<file path="src/hdl/phw_pkg.sv">
`default_nettype none
////////////////////////////////////////////////////////////////////////////////
// Shared constants and types of the PCM highway port.
package phw_pkg;

  // System clock rate that samples the highway and divides the bit clock.
  localparam int unsigned CLK_HZ   = 10_000_000;
  // Frame rate of the highway.
  localparam int unsigned FRAME_HZ = 8_000;
  // Nominal master bit clock rates; each sets only the frame length.
  localparam int unsigned RATE0_HZ = 2_048_000;
  localparam int unsigned RATE1_HZ = 4_096_000;
  localparam int unsigned RATE2_HZ = 8_192_000;
  localparam int unsigned RATE3_HZ = 16_384_000;
  // The bit clock may not exceed a quarter of the sampling clock,
  // so each half period lasts at least two system cycles.
  localparam int unsigned MIN_HALF = 2;

  // Half period in system cycles, rounded down and clamped at the floor.
  function automatic logic [3:0] half_of(input int unsigned hz);
    int unsigned q;
    q = CLK_HZ / (2 * hz);
    if (q < MIN_HALF) q = MIN_HALF;
    if (q > 15) q = 15;
    return q[3:0];
  endfunction

  // Half period counts for each rate select code.
  localparam logic [3:0]  HALF0 = half_of(RATE0_HZ);
  localparam logic [3:0]  HALF1 = half_of(RATE1_HZ);
  localparam logic [3:0]  HALF2 = half_of(RATE2_HZ);
  localparam logic [3:0]  HALF3 = half_of(RATE3_HZ);
  // Last bit index of a frame for each rate select code.
  localparam logic [10:0] LAST0 = 11'(RATE0_HZ / FRAME_HZ - 1);
  localparam logic [10:0] LAST1 = 11'(RATE1_HZ / FRAME_HZ - 1);
  localparam logic [10:0] LAST2 = 11'(RATE2_HZ / FRAME_HZ - 1);
  localparam logic [10:0] LAST3 = 11'(RATE3_HZ / FRAME_HZ - 1);

  // Reset values.
  localparam logic [31:0] WORD_RST  = 32'h0000_0000;
  localparam logic [2:0]  POS_RST   = 3'h0;
  localparam logic [10:0] FRAME_RST = 11'h000;
  // Bit position that closes a byte.
  localparam logic [2:0]  POS_LAST  = 3'h7;
  // Depth of the master receive capture delay, matching the pin synchroniser.
  localparam int unsigned CAP_DELAY = 3;

  // Operating modes of the port.
  typedef enum logic [1:0] {
    MODE_MASTER,
    MODE_SLAVE_8K,
    MODE_SLAVE_4K
  } phw_mode_t;

endpackage
`default_nettype wire

</file>
<file path="src/hdl/phw_port.sv">
// Functional notes
// - 8 kHz slave samples sync on falling edges.
// - 8 kHz slave: low-to-high sample starts frame.
// - 4 kHz slave samples sync on rising edges.
// - 4 kHz slave: high sample starts frame.
// - Master drives clock and sync; slave receives.
// - Master raises sync on bit clock rising edge.
// - Master frame length is selectable; the bit clock is the same for every rate code.
// - Bit clock at most quarter of sampling clock.
// - Receive lines captured on falling edges.
// - Transmit bits launched on rising edges.
// - Transmit release happens on rising edges.
// - Drive controls update on rising edges, aligned.
`timescale 1ns/1ps
`default_nettype none
module phw_port (
  // Clock and reset.
  input  wire logic                 SYS_CLK_I,
  input  wire logic                 RST_I,
  // Configuration.
  input  wire phw_pkg::phw_mode_t   MODE_I,
  input  wire logic [1:0]           RATE_I,
  input  wire logic [3:0]           TX_ENABLE_I,
  // Bit clock pin.
  input  wire logic                 PCM_BIT_CLOCK_I,
  output logic                      PCM_BIT_CLOCK_O,
  output logic                      PCM_BIT_CLOCK_OE_O,
  // Frame sync pin.
  input  wire logic                 PCM_FRAME_SYNC_I,
  output logic                      PCM_FRAME_SYNC_O,
  output logic                      PCM_FRAME_SYNC_OE_O,
  // Serial lines.
  input  wire logic [3:0]           PCM_RECEIVE_LINES_I,
  output logic [3:0]                PCM_TRANSMIT_LINES_O,
  output logic [3:0]                PCM_TRANSMIT_LINES_OE_O,
  output logic [3:0]                TRANSMIT_DRIVE_CONTROL_N_O,
  // Receive word stream.
  output logic [31:0]               RX_DATA_O,
  output logic                      RX_VALID_O,
  input  wire logic                 RX_READY_I,
  output logic                      RX_OVERRUN_O,
  // Transmit word stream.
  input  wire logic [31:0]          TX_DATA_I,
  input  wire logic                 TX_VALID_I,
  output logic                      TX_READY_O,
  output logic                      TX_UNDERRUN_O,
  // Frame marker.
  output logic                      FRAME_START_O
);
  import phw_pkg::*;

  ////////////////////////////////////////////////////////////////////////////
  // Helpers.

  // Shifts every byte lane one place towards its top bit.
  function automatic logic [31:0] shift_bytes(input logic [31:0] w, input logic [3:0] b);
    logic [31:0] r;
    r = w;
    for (int n = 0; n < 4; n++) begin
      r[8*n +: 8] = {w[8*n +: 7], b[n]};
    end
    return r;
  endfunction

  // Top bit of every byte lane, which is the bit that goes on the wire next.
  function automatic logic [3:0] top_bits(input logic [31:0] w);
    logic [3:0] r;
    r = 4'h0;
    for (int n = 0; n < 4; n++) begin
      r[n] = w[8*n+7];
    end
    return r;
  endfunction

  ////////////////////////////////////////////////////////////////////////////
  // Declarations.

  logic        master;          // Port runs its own bit clock and sync.
  logic [2:0]  bclk_s;          // Bit clock synchroniser chain.
  logic [2:0]  fs_s;            // Frame sync synchroniser chain.
  logic [3:0]  rx_s1;           // Receive line synchroniser, stage one.
  logic [3:0]  rx_s2;           // Receive line synchroniser, stage two.
  logic [3:0]  rx_s3;           // Receive line synchroniser, stage three.
  logic        bclk_f;          // Filtered incoming bit clock.
  logic        fs_f;            // Filtered incoming frame sync.
  logic        sl_rise;         // Incoming bit clock rose.
  logic        sl_fall;         // Incoming bit clock fell.
  logic        fs_at_fall;      // Sync seen at the previous falling edge.
  logic [3:0]  div_cnt;         // Master half period counter.
  logic [3:0]  half;            // Half period for the selected rate.
  logic [10:0] frame_last;      // Last bit index for the selected rate.
  logic [10:0] frame_cnt;       // Master bit index within the frame.
  logic [10:0] next_frame;      // Bit index after the coming rising edge.
  logic        m_rise;          // Master bit clock rises this cycle.
  logic        m_fall;          // Master bit clock falls this cycle.
  logic        rise_ev;         // Rising edge event in either mode.
  logic        fall_ev;         // Falling edge event in either mode.
  logic        sync8_start;     // Frame start found at a falling edge.
  logic        sync4_start;     // Frame start found at a rising edge.
  logic [2:0]  bit_pos;         // Byte position of the bit on the wire.
  logic [2:0]  next_pos;        // Byte position after the coming rise.
  logic [2:0]  fall_pos;        // Byte position of the bit being captured.
  logic [2:0]  cap_ev_d;        // Delayed master capture events.
  logic [2:0]  cap_pos_d [3];   // Delayed master capture positions.
  logic        cap_ev;          // Capture the receive lines now.
  logic [2:0]  cap_pos;         // Byte position of that capture.
  logic [31:0] rx_sh;           // Receive shift register, a byte per line.
  logic [31:0] rx_mem [2];      // Two-entry receive buffer.
  logic        rx_wp;           // Buffer write pointer.
  logic        rx_rp;           // Buffer read pointer.
  logic [1:0]  rx_cnt;          // Words held in the buffer.
  logic        push;            // A whole word was assembled.
  logic        pop;             // The user takes a word.
  logic [31:0] tx_hold;         // Word waiting for the next byte slot.
  logic        tx_full;         // The holding word is valid.
  logic [31:0] tx_sh;           // Transmit shift register.
  logic        load;            // A byte slot starts at this rise.

  assign master = (MODE_I == MODE_MASTER);

  ////////////////////////////////////////////////////////////////////////////
  // Pin synchronisers.

  // Every pin passes three flip-flops; the first feeds only the second.
  always_ff @(posedge SYS_CLK_I or posedge RST_I) begin
    if (RST_I) begin
      bclk_s <= 3'h0;
      fs_s   <= 3'h0;
      rx_s1  <= 4'h0;
      rx_s2  <= 4'h0;
      rx_s3  <= 4'h0;
    end else begin
      bclk_s <= {bclk_s[1:0], PCM_BIT_CLOCK_I};
      fs_s   <= {fs_s[1:0], PCM_FRAME_SYNC_I};
      rx_s1  <= PCM_RECEIVE_LINES_I;
      rx_s2  <= rx_s1;
      rx_s3  <= rx_s2;
    end
  end

  // A level counts once stages two and three agree. This is why the far
  // end must keep sync pulses and clock phases over a few sampling cycles.
  // input phase width
  always_ff @(posedge SYS_CLK_I or posedge RST_I) begin
    if (RST_I) begin
      bclk_f  <= 1'b0;
      fs_f    <= 1'b0;
      sl_rise <= 1'b0;
      sl_fall <= 1'b0;
    end else begin
      sl_rise <= 1'b0;
      sl_fall <= 1'b0;
      if (bclk_s[1] == bclk_s[2] && bclk_s[2] != bclk_f) begin
        bclk_f  <= bclk_s[2];
        sl_rise <= bclk_s[2];
        sl_fall <= !bclk_s[2];
      end
      if (fs_s[1] == fs_s[2]) begin
        fs_f <= fs_s[2];
      end
    end
  end

  ////////////////////////////////////////////////////////////////////////////
  // Master bit clock and frame sync.

  // Rate select picks the half period and the frame length.
  always_comb begin
    half       = HALF0;
    frame_last = LAST0;
    if (RATE_I == 2'h1) begin
      half       = HALF1;
      frame_last = LAST1;
    end else if (RATE_I == 2'h2) begin
      half       = HALF2;
      frame_last = LAST2;
    end else if (RATE_I == 2'h3) begin
      half       = HALF3;
      frame_last = LAST3;
    end
  end

  assign m_rise = master && (div_cnt == half - 4'h1) && !PCM_BIT_CLOCK_O;
  assign m_fall = master && (div_cnt == half - 4'h1) && PCM_BIT_CLOCK_O;
  assign next_frame = (frame_cnt == frame_last) ? FRAME_RST : frame_cnt + 11'h001;

  always_ff @(posedge SYS_CLK_I or posedge RST_I) begin
    if (RST_I) begin
      div_cnt         <= 4'h0;
      PCM_BIT_CLOCK_O <= 1'b0;
    end else if (!master) begin
      div_cnt         <= 4'h0;
      PCM_BIT_CLOCK_O <= 1'b0;
    end else if (div_cnt == half - 4'h1) begin
      div_cnt         <= 4'h0;
      PCM_BIT_CLOCK_O <= !PCM_BIT_CLOCK_O;
    end else begin
      div_cnt <= div_cnt + 4'h1;
    end
  end

  // Sync is high over the first half of the frame and only ever changes
  // together with a rising edge of the bit clock.
  // sync on rise
  always_ff @(posedge SYS_CLK_I or posedge RST_I) begin
    if (RST_I) begin
      frame_cnt        <= FRAME_RST;
      PCM_FRAME_SYNC_O <= 1'b0;
    end else if (!master) begin
      frame_cnt        <= frame_last;
      PCM_FRAME_SYNC_O <= 1'b0;
    end else if (m_rise) begin
      frame_cnt        <= next_frame;
      PCM_FRAME_SYNC_O <= (next_frame <= (frame_last >> 1));
    end
  end

  always_ff @(posedge SYS_CLK_I or posedge RST_I) begin
    if (RST_I) begin
      PCM_BIT_CLOCK_OE_O  <= 1'b0;
      PCM_FRAME_SYNC_OE_O <= 1'b0;
    end else begin
      PCM_BIT_CLOCK_OE_O  <= master;
      PCM_FRAME_SYNC_OE_O <= master;
    end
  end

  ////////////////////////////////////////////////////////////////////////////
  // Bit position and frame alignment.

  assign rise_ev = master ? m_rise : sl_rise;
  assign fall_ev = master ? m_fall : sl_fall;

  assign sync8_start = (MODE_I == MODE_SLAVE_8K) && sl_fall && fs_f && !fs_at_fall;
  assign sync4_start = (MODE_I == MODE_SLAVE_4K) && sl_rise && fs_f;
  assign fall_pos    = sync8_start ? POS_RST : bit_pos;

  // Position of the bit that the coming rising edge launches.
  always_comb begin
    if (master) begin
      next_pos = next_frame[2:0];
    end else if (sync4_start) begin
      next_pos = POS_RST;
    end else begin
      next_pos = bit_pos + 3'h1;
    end
  end

  // Slaves behind a master find its frame start the same way as asks.
  always_ff @(posedge SYS_CLK_I or posedge RST_I) begin
    if (RST_I) begin
      bit_pos    <= POS_RST;
      fs_at_fall <= 1'b0;
    end else begin
      if (rise_ev) begin
        bit_pos <= next_pos;
      end else if (sync8_start) begin
        bit_pos <= POS_RST;
      end
      if (sl_fall) begin
        fs_at_fall <= fs_f;
      end
    end
  end

  // One-cycle marker at each frame start.
  always_ff @(posedge SYS_CLK_I or posedge RST_I) begin
    if (RST_I) begin
      FRAME_START_O <= 1'b0;
    end else begin
      FRAME_START_O <= (m_rise && next_frame == FRAME_RST) || sync8_start || sync4_start;
    end
  end

  ////////////////////////////////////////////////////////////////////////////
  // Receive path.

  // In master mode the lines reach us three cycles late through the
  // synchroniser, so the capture is delayed by as much to see the level
  // that stood at the falling edge. A slave edge is already equally late.
  always_ff @(posedge SYS_CLK_I or posedge RST_I) begin
    if (RST_I) begin
      cap_ev_d <= 3'h0;
      for (int i = 0; i < CAP_DELAY; i++) begin
        cap_pos_d[i] <= POS_RST;
      end
    end else begin
      cap_ev_d     <= {cap_ev_d[1:0], m_fall};
      cap_pos_d[0] <= bit_pos;
      cap_pos_d[1] <= cap_pos_d[0];
      cap_pos_d[2] <= cap_pos_d[1];
    end
  end

  assign cap_ev  = master ? cap_ev_d[2] : sl_fall;
  assign cap_pos = master ? cap_pos_d[2] : fall_pos;
  assign push    = cap_ev && cap_pos == POS_LAST;
  assign pop     = RX_VALID_O && RX_READY_I;

  always_ff @(posedge SYS_CLK_I or posedge RST_I) begin
    if (RST_I) begin
      rx_sh <= WORD_RST;
    end else if (cap_ev) begin
      rx_sh <= shift_bytes(rx_sh, rx_s3);
    end
  end

  // Two-entry buffer. A word that finds it full is dropped and flagged,
  // since the highway itself can never be held back.
  always_ff @(posedge SYS_CLK_I or posedge RST_I) begin
    if (RST_I) begin
      rx_mem[0]    <= WORD_RST;
      rx_mem[1]    <= WORD_RST;
      rx_wp        <= 1'b0;
      rx_rp        <= 1'b0;
      rx_cnt       <= 2'h0;
      RX_OVERRUN_O <= 1'b0;
    end else begin
      RX_OVERRUN_O <= push && rx_cnt == 2'h2 && !pop;
      if (push && (rx_cnt != 2'h2 || pop)) begin
        rx_mem[rx_wp] <= shift_bytes(rx_sh, rx_s3);
        rx_wp         <= !rx_wp;
      end
      if (pop) begin
        rx_rp <= !rx_rp;
      end
      if (push && (rx_cnt != 2'h2 || pop) && !pop) begin
        rx_cnt <= rx_cnt + 2'h1;
      end else if (pop && !push) begin
        rx_cnt <= rx_cnt - 2'h1;
      end
    end
  end

  assign RX_VALID_O = (rx_cnt != 2'h0);
  assign RX_DATA_O  = rx_mem[rx_rp];

  ////////////////////////////////////////////////////////////////////////////
  // Transmit path.

  assign load       = rise_ev && next_pos == POS_RST;
  assign TX_READY_O = !tx_full;

  // Holding word; it is only taken while empty, so set and clear never meet.
  always_ff @(posedge SYS_CLK_I or posedge RST_I) begin
    if (RST_I) begin
      tx_hold <= WORD_RST;
      tx_full <= 1'b0;
    end else if (TX_VALID_I && !tx_full) begin
      tx_hold <= TX_DATA_I;
      tx_full <= 1'b1;
    end else if (load) begin
      tx_full <= 1'b0;
    end
  end

  // A byte slot without a word releases every line for the whole slot.
  // launch on rise
  always_ff @(posedge SYS_CLK_I or posedge RST_I) begin
    if (RST_I) begin
      tx_sh                      <= WORD_RST;
      PCM_TRANSMIT_LINES_O       <= 4'h0;
      PCM_TRANSMIT_LINES_OE_O    <= 4'h0;
      TRANSMIT_DRIVE_CONTROL_N_O <= 4'hF;
      TX_UNDERRUN_O              <= 1'b0;
    end else begin
      TX_UNDERRUN_O <= load && !tx_full && TX_ENABLE_I != 4'h0;
      if (load) begin
        tx_sh                      <= shift_bytes(tx_hold, 4'h0);
        PCM_TRANSMIT_LINES_O       <= tx_full ? top_bits(tx_hold) : 4'h0;
        PCM_TRANSMIT_LINES_OE_O    <= tx_full ? TX_ENABLE_I : 4'h0;
        TRANSMIT_DRIVE_CONTROL_N_O <= tx_full ? ~TX_ENABLE_I : 4'hF;
      end else if (rise_ev) begin
        tx_sh                <= shift_bytes(tx_sh, 4'h0);
        PCM_TRANSMIT_LINES_O <= top_bits(tx_sh);
      end
    end
  end

  ////////////////////////////////////////////////////////////////////////////
  // Checks.

  a_sync_on_rise: assert property (
    @(posedge SYS_CLK_I) disable iff (RST_I)
    $rose(PCM_FRAME_SYNC_O) |-> $rose(PCM_BIT_CLOCK_O))
    else $error("Master sync rose without a bit clock rise.");

  // The enables are registered, so the edge right after reset still shows
  // the reset value; the check starts one edge later and covers both modes.
  a_pin_direction: assert property (
    @(posedge SYS_CLK_I) disable iff (RST_I)
    !$past(RST_I) |->
      PCM_BIT_CLOCK_OE_O == $past(master) && PCM_FRAME_SYNC_OE_O == $past(master))
    else $error("Clock and sync drive do not follow the mode.");

  a_clock_half_period: assert property (
    @(posedge SYS_CLK_I) disable iff (RST_I)
    ($rose(PCM_BIT_CLOCK_O) && $past(master, 2)) |->
      !$past(PCM_BIT_CLOCK_O, 1) && !$past(PCM_BIT_CLOCK_O, 2))
    else $error("Bit clock low phase shorter than two cycles.");

  a_clock_quarter_rate: assert property (
    @(posedge SYS_CLK_I) disable iff (RST_I)
    (master && $changed(PCM_BIT_CLOCK_O)) |=> (!master || $stable(PCM_BIT_CLOCK_O)))
    else $error("Bit clock faster than a quarter of the clock.");

  a_launch_on_rise: assert property (
    @(posedge SYS_CLK_I) disable iff (RST_I)
    $changed(PCM_TRANSMIT_LINES_O) |-> $past(rise_ev))
    else $error("Transmit bit changed off a rising edge.");

  a_release_on_rise: assert property (
    @(posedge SYS_CLK_I) disable iff (RST_I)
    $changed(PCM_TRANSMIT_LINES_OE_O) |-> $past(rise_ev) && $past(next_pos) == POS_RST)
    else $error("Transmit drive changed off a byte-start rise.");

  a_control_aligned: assert property (
    @(posedge SYS_CLK_I) disable iff (RST_I)
    $changed(TRANSMIT_DRIVE_CONTROL_N_O) |->
      $past(rise_ev) && TRANSMIT_DRIVE_CONTROL_N_O == ~PCM_TRANSMIT_LINES_OE_O)
    else $error("Drive control not aligned with transmit drive.");

  a_capture_on_fall: assert property (
    @(posedge SYS_CLK_I) disable iff (RST_I)
    $changed(rx_sh) |-> $past(master) ? $past(m_fall, 4) : $past(sl_fall))
    else $error("Receive capture off a falling edge.");

  a_frame_8k_start: assert property (
    @(posedge SYS_CLK_I) disable iff (RST_I)
    ((MODE_I == MODE_SLAVE_8K) && sl_fall && fs_f && !fs_at_fall) |=>
      bit_pos == POS_RST && FRAME_START_O)
    else $error("8 kHz frame start not taken at the falling edge.");

  a_frame_4k_start: assert property (
    @(posedge SYS_CLK_I) disable iff (RST_I)
    ((MODE_I == MODE_SLAVE_4K) && sl_rise && fs_f) |=> bit_pos == POS_RST && FRAME_START_O)
    else $error("4 kHz frame start not taken at the rising edge.");

endmodule
`default_nettype wire
</file>
<file path="config.mk">
export PLATFORM = sky130hd
export DESIGN_NAME = phw_port
export DESIGN_NICKNAME = d
export VERILOG_FILES = /design/src/hdl/phw_pkg.sv /design/src/hdl/phw_port.sv
export SDC_FILE = /design/constraint.sdc
export NUM_CORES = 1
export LEC_CHECK = 0
export ABC_CLOCK_PERIOD_IN_PS = 12700
export BUFFER_PORTS_ARGS = -buffer_cell sky130_fd_sc_hd__buf_4
export CAP_MARGIN = 10
export CORE_ASPECT_RATIO = 0.6
export CORE_MARGIN = 2
export CORE_UTILIZATION = 35
export CTS_CLUSTER_SIZE = 10
export DETAILED_ROUTE_END_ITERATION = 7
export PLACE_DENSITY = 0.54
export SYNTH_ARGS = -nofsm -noshare
export SYNTH_HDL_FRONTEND = slang
export SYNTH_SLANG_ARGS = --single-unit
</file>
<file path="constraint.sdc">
create_clock -name SYS_CLK_I -period 12.7 [get_ports SYS_CLK_I]
set_input_delay 0.635 -clock SYS_CLK_I [delete_from_list [all_inputs] [get_ports SYS_CLK_I]]
set_output_delay 0.635 -clock SYS_CLK_I [all_outputs]
set_load 0.1 [all_outputs]
</file>
Yosys cells after proc, flatten, opt, wreduce, memory -nomap -nowiden
Cells that the tools add are included.

Add/sub/neg operators: 5. $lt $le $gt $ge: 4. Eq/ne operators: 15. Mux-type cells: 38. Bitwise gates (word level): 3. Reduce and logical (&&, ||, !) cells: 41.

Operator list (count): 32-bit 2-to-1 mux (6); 11-bit 2-to-1 mux (6); 64-bit bitwise mux (1); 32-bit demux with 1-bit select (1); 4-bit 2-to-1 mux (7); 1-bit logical AND (22); 3-bit 2-to-1 mux (5); 11-bit by 1-bit adder with 11-bit output (second input constant) (1); 11-bit equality test (1); 11-bit by 10-bit less-or-equal comparator with 1-bit output (1); 11-bit zero test (1); 1-bit 2-to-1 mux (10); 2-bit equality test (second input constant) (4); 1-bit zero test (8); 2-bit nonzero test (4); 4-bit by 1-bit adder with 4-bit output (second input constant) (1); 2-bit by 1-bit equality test with 1-bit output (second input constant) (2); 4-bit by 1-bit equality test with 1-bit output (second input constant) (1); 2-bit >= comparator (second input constant) (2); 2-bit 2-to-1 mux (2); 2-bit by 1-bit != test with 1-bit output (second input constant) (2); 1-bit NOT with 2-bit output (2); 4-bit NOT (1); 4-bit nonzero test (1); 11 further kinds (14).

Register bits: 235. Bits of input ports: 50. Output and inout port bits: 53. Word-level logic and storage cells: 141.

Logic depth before layout (Yosys ltp)
Depth in word-level cells: 12. Depth in mapped cells: 13. Gate-level depth less buffers: 11.

Least setup slack after synthesis
Ideal clock, no wire load.

Kind: input-to-reg. From: input RATE_I[1]. To: register PCM_FRAME_SYNC_O. Setup time: 95 ps. Data arrival time: 2583 ps. Setup slack: 10021 ps. Stages: 10. Buffers on the path: 0. Cell sequence: or4b_4 o32ai_4 o21a_1 nor2_1 ha_1 nand4_1 a21oi_1 o31a_1 a31oi_1 o31ai_1.

Cells in the longest elaborated chain, start to end: 9. Elaborated cells on any way between the ends: 11. Classes of those cells: order compare (1); eq/ne (4); mux (6).

RTL lines: start: declaration (line phw_port.sv:22) `input wire logic [1:0] RATE_I,`; 2-bit equality test (line phw_port.sv:177) `end else if (RATE_I == 2'h3) begin`; 11-bit 2-to-1 mux (line phw_port.sv:177); 11-bit 2-to-1 mux (line phw_port.sv:174) `end else if (RATE_I == 2'h2) begin`; 11-bit 2-to-1 mux * (line phw_port.sv:171) `if (RATE_I == 2'h1) begin`; 11-bit equality test (line phw_port.sv:185) `assign next_frame = (frame_cnt == frame_last) ? FRAME_RST : frame_cnt + 11'h001;`; 11-bit 2-to-1 mux (line phw_port.sv:185); 11-bit by 10-bit less-or-equal comparator with 1-bit output * (line phw_port.sv:214) `PCM_FRAME_SYNC_O <= (next_frame <= (frame_last >> 1));`; 1-bit 2-to-1 mux * (line phw_port.sv:212) `end else if (m_rise) begin`; 1-bit 2-to-1 mux * (line phw_port.sv:209) `end else if (!master) begin`; end signal: assignment (line phw_port.sv:214); end: declaration (line phw_port.sv:30) `output logic PCM_FRAME_SYNC_O,`.

Mark *: on every way between the ends. The rest lies on a longest branch, timed or not. The select of a mux whose other input is x is not followed. A chain may end at the register's enable or synchronous reset.

Worst setup path in the final report
From: input MODE_I[0]. To: register TRANSMIT_DRIVE_CONTROL_N_O[3].

Cells in the longest elaborated chain, start to end: 7. Elaborated cells on any way between the ends: 11. Classes of those cells: eq/ne (1); mux (3); reduce/logical (7).

RTL lines: start: declaration (line phw_port.sv:21) `input wire phw_pkg::phw_mode_t MODE_I,`; 2-bit equality test (line phw_port.sv:235) `assign sync4_start = (MODE_I == MODE_SLAVE_4K) && sl_rise && fs_f;`; 1-bit logical AND (2 in series) (line phw_port.sv:235); 3-bit 2-to-1 mux (line phw_port.sv:242) `end else if (sync4_start) begin`; 3-bit 2-to-1 mux (line phw_port.sv:240) `if (master) begin`; 3-bit zero test (line phw_port.sv:341) `assign load = rise_ev && next_pos == POS_RST;`; 1-bit logical AND * (line phw_port.sv:341); end signal: assignment (line phw_port.sv:372) `TRANSMIT_DRIVE_CONTROL_N_O <= tx_full ? ~TX_ENABLE_I : 4'hF;`; end: declaration (line phw_port.sv:36) `output logic [3:0] TRANSMIT_DRIVE_CONTROL_N_O,`.

Mark *: on every way between the ends. The rest lies on a longest branch, timed or not.

==> results.cfg <==
[global_routing]
antenna_found_initial = 0
grt_usage_pct = 15.3
grt-ovfl-total = 0
grt_first_pass_wirelength_mm = 37.9
grt_pass1_vias = 6860
grt_max_degree = 104

[logic_synthesis]
yosys.area_share.simple_pct = 10.9
synth-compound-area-share_pct = 12.8
yosys.area_share.xor_xnor_pct = 1.11
yosys_warnings = 0
syn-mean-instance-area_um2 = 11.5
synthesis.area_mm2 = 0.0103
synth-adder-area-share_pct = 1.29
yosysSeqAreaShare_pct = 55.5
synthMuxAreaShare_pct = 15.2
synth.distinct_cells = 60
synth_top_family_by_area = multiplexers
synth_cells = 892
ys.flop_type = dfrtp_1
synth_edf_count = 0
synth_fp_nets = 951
synthArstFlopShare_pct = 100
ys_ff_latch = 228

[cts]
cts-root-buf = clkbuf_16
cts_hold_buf = 0
cts_made_buffers = 27
cts_setup_buffers = 0
cts_tree = yes
clkTransAtPathRegs_ns = 0.05
clock-sinks = 228
ctsResizeCount = 0
clock_latency_ns = 0.54
cts_buffer_depth = 3
htreeDepth = 1

[power]
clkPwrFrac_pct = 28.9
leakagePower_nw = 5.62
seqPwrFrac_pct = 43.0
switchingPower_w = 0.000838
p_int_w = 0.00152
ir_worst_vdd_mv = 0.122
cellPowerDensity_mw_per_mm2 = 195
p_sw_share_pct = 35.5
combPwrFrac_pct = 28.1

[timing]
setup_violations = 0
fin_tns_setup_ns = 0
rsz0062_at_grt = no
fin_skew_ns = 0.0203
final-max-slew-violation-count = 0
post-route-period-util_pct = 31.3
period_minus_slack_ns = 3.98
hold_viol_final = 0
max_slew.worst_pin.slew_ns = 1.00
fmax_mhz = 251
whs_ns = 0.187
relSlewSlack_pct = 33.0

[worst_setup_path]
worst-path-buf-inv = 3
path_max_fanout = 25
criticalPathCategory = input pin to flop
timing.rr.start = div_cnt[1]$_DFF_PP0_
slowest_stage = a211oi_4
slowest_delay_ns = 0.71
cp_top_family = simple AND/OR/NAND/NOR gates
cp-end-kind = flop
critPathRequiredTime_ns = 13.14
arrival_ns = 4.42
critPathLaunch = MODE_I[0]
startpoint_type = input pin
cp_cell_sequence = buf_4 -> or2_1 -> inv_2 -> nand2_1 -> nand2_1 -> buf_4 -> a211oi_4 -> mux2_1

[final_layout]
final_cell_mix = dfrtp_1, nand2_1, mux2_2
syn_to_final_growth_pct = 17.7
nNetsFinal = 1031
antenna_cells = 0
fillers = 2744
layout_commonest_cell = dfrtp_1
drive_above_1_share_pct = 29.7

[detailed_routing]
drt-initial-drc-count = 524
wl_per_cell_um = 17.0
ant_nets = 0
viasPerCell = 5.13
drtPass1Iterations = 4
vias = 6964
wirelength_mm = 23.1
route.detailed.drc = 0

[job]
drv_cap = 0

[floorplanning]
ios = 103
coreArea_mm2 = 0.0288
start_util_pct = 35.7
dieArea_mm2 = 0.0308
rows = 48
die_w_um = 225
dieHeight_um = 137

[run_status]
outcome = finished, final reports clean

[placed_design]
place_hpwl_mm = 14.2
place.gp.congestion = 0.771
port_buffers = 102

[hold_path]
hold_path.class = input pin to asynchronous set/reset pin
[kinds of logic (layout without fill, tap and decap cells)]
group,count (synthesis),count (layout)
AOI/OAI and AO/OA,170,170
buffers and inverters,78,168
muxes,140,140
and+or+nand+nor,252,252
adders and majority gates,11,11
xor gates and xnor gates,13,13
DFF,228,228
[synth_stat cells, types with 13 or more instances]
library cell	count	area, um^2
a21oi_1	14	70.1
clkbuf_1	42	158
inv_1	13	48.8
nor2_1	22	82.6
a211o_1	27	236
a21boi_0	25	188
o211ai_1	27	203
nand3_1	16	80.1
buf_2	15	75.1
nand2_1	163	612
dfrtp_1	224	5610
mux2_2	129	1450
a22oi_1	25	188
[final cells by class]
cell class / instances / area (um^2) / area share (%)
flip-flops and latches: 228 / 5710 / 47.1
multi-input cells: 586 / 4270 / 35.3
repair buffers: 115 / 863 / 7.12
clock buffers: 37 / 723 / 5.97
well taps: 375 / 469 / 3.87
inverters: 14 / 60.1 / 0.496
clock inverters: 2 / 17.5 / 0.145
[registers in the layout (all words and copies together) (netlist names), 2 cells and up]
name / count
rx_mem: 64
tx_hold: 32
rx_sh: 28
tx_sh: 28
frame_cnt: 11
cap_pos_d: 9
PCM_TRANSMIT_LINES_OE_O: 4
PCM_TRANSMIT_LINES_O: 4
TRANSMIT_DRIVE_CONTROL_N_O: 4
div_cnt: 4
rx_s1: 4
rx_s2: 4
rx_s3: 4
bclk_s: 3
bit_pos: 3
cap_ev_d: 3
fs_s: 3
rx_cnt: 2
[metal layers]
metal / wire length [um] / track usage, % / share of wire, % / vias to the layer above
met5: 0 / 0 / 0 / -
met4: 424 / 3.57 / 1.8 / 0
met3: 822 / 2.98 / 3.6 / 30
met2: 9640 / 22.2 / 42 / 84
met1: 12200 / 23.5 / 53 / 3509
li1: - / - / - / 3341
[metrics by stage]
| stage | power [W] | cell area (um^2) | setup slack [ns] | std cells | utilization [%] |
|---|---|---|---|---|---|
| finish | 0.00236 | 12100 | 8.72 | 1357 | 42.0 |
| global route | 0.00250 | 12100 | 8.40 | 1357 | 42.0 |
| CTS | 0.00239 | 12100 | 8.74 | 1357 | 42.0 |
| detailed placement | 0.00170 | 11400 | 8.19 | 1318 | 39.5 |
| global placement | 0.00169 | 11400 | 8.29 | 1318 | 39.5 |
| floorplan | 0.00153 | 10300 | 5.82 | 892 | - |
[power by group through the flow]
stage,logic (W),clock network [W],registers (W)
6_report,0.000663,0.000681,0.00102
5_1_grt,0.000720,0.000738,0.00104
4_1_cts,0.000669,0.000708,0.00102
3_5_place_dp,0.000668,0,0.00103
3_3_place_gp,0.000661,0,0.00102
2_1_floorplan,0.000416,0,0.00112
[path summary, 6_finish.rpt]
kind                       cells after the start  slack (ns)                                         to
setup / recovery                               8        8.72  TRANSMIT_DRIVE_CONTROL_N_O[3]$_DFFE_PP1P_
hold / removal                                 2        0.19                   frame_cnt[5]$_DFFE_PP0P_
setup reg to reg                               8        9.33  TRANSMIT_DRIVE_CONTROL_N_O[3]$_DFFE_PP1P_
hold reg to reg                                0        0.35                          fs_s[1]$_DFF_PP0_
max in group asynchronous                      3       11.04                     rx_mem[15]$_DFFE_PP0P_
min in group SYS_CLK_I                         1        0.20                         rx_s1[1]$_DFF_PP0_
No activity file was read; power rests on OpenSTA's default activity.
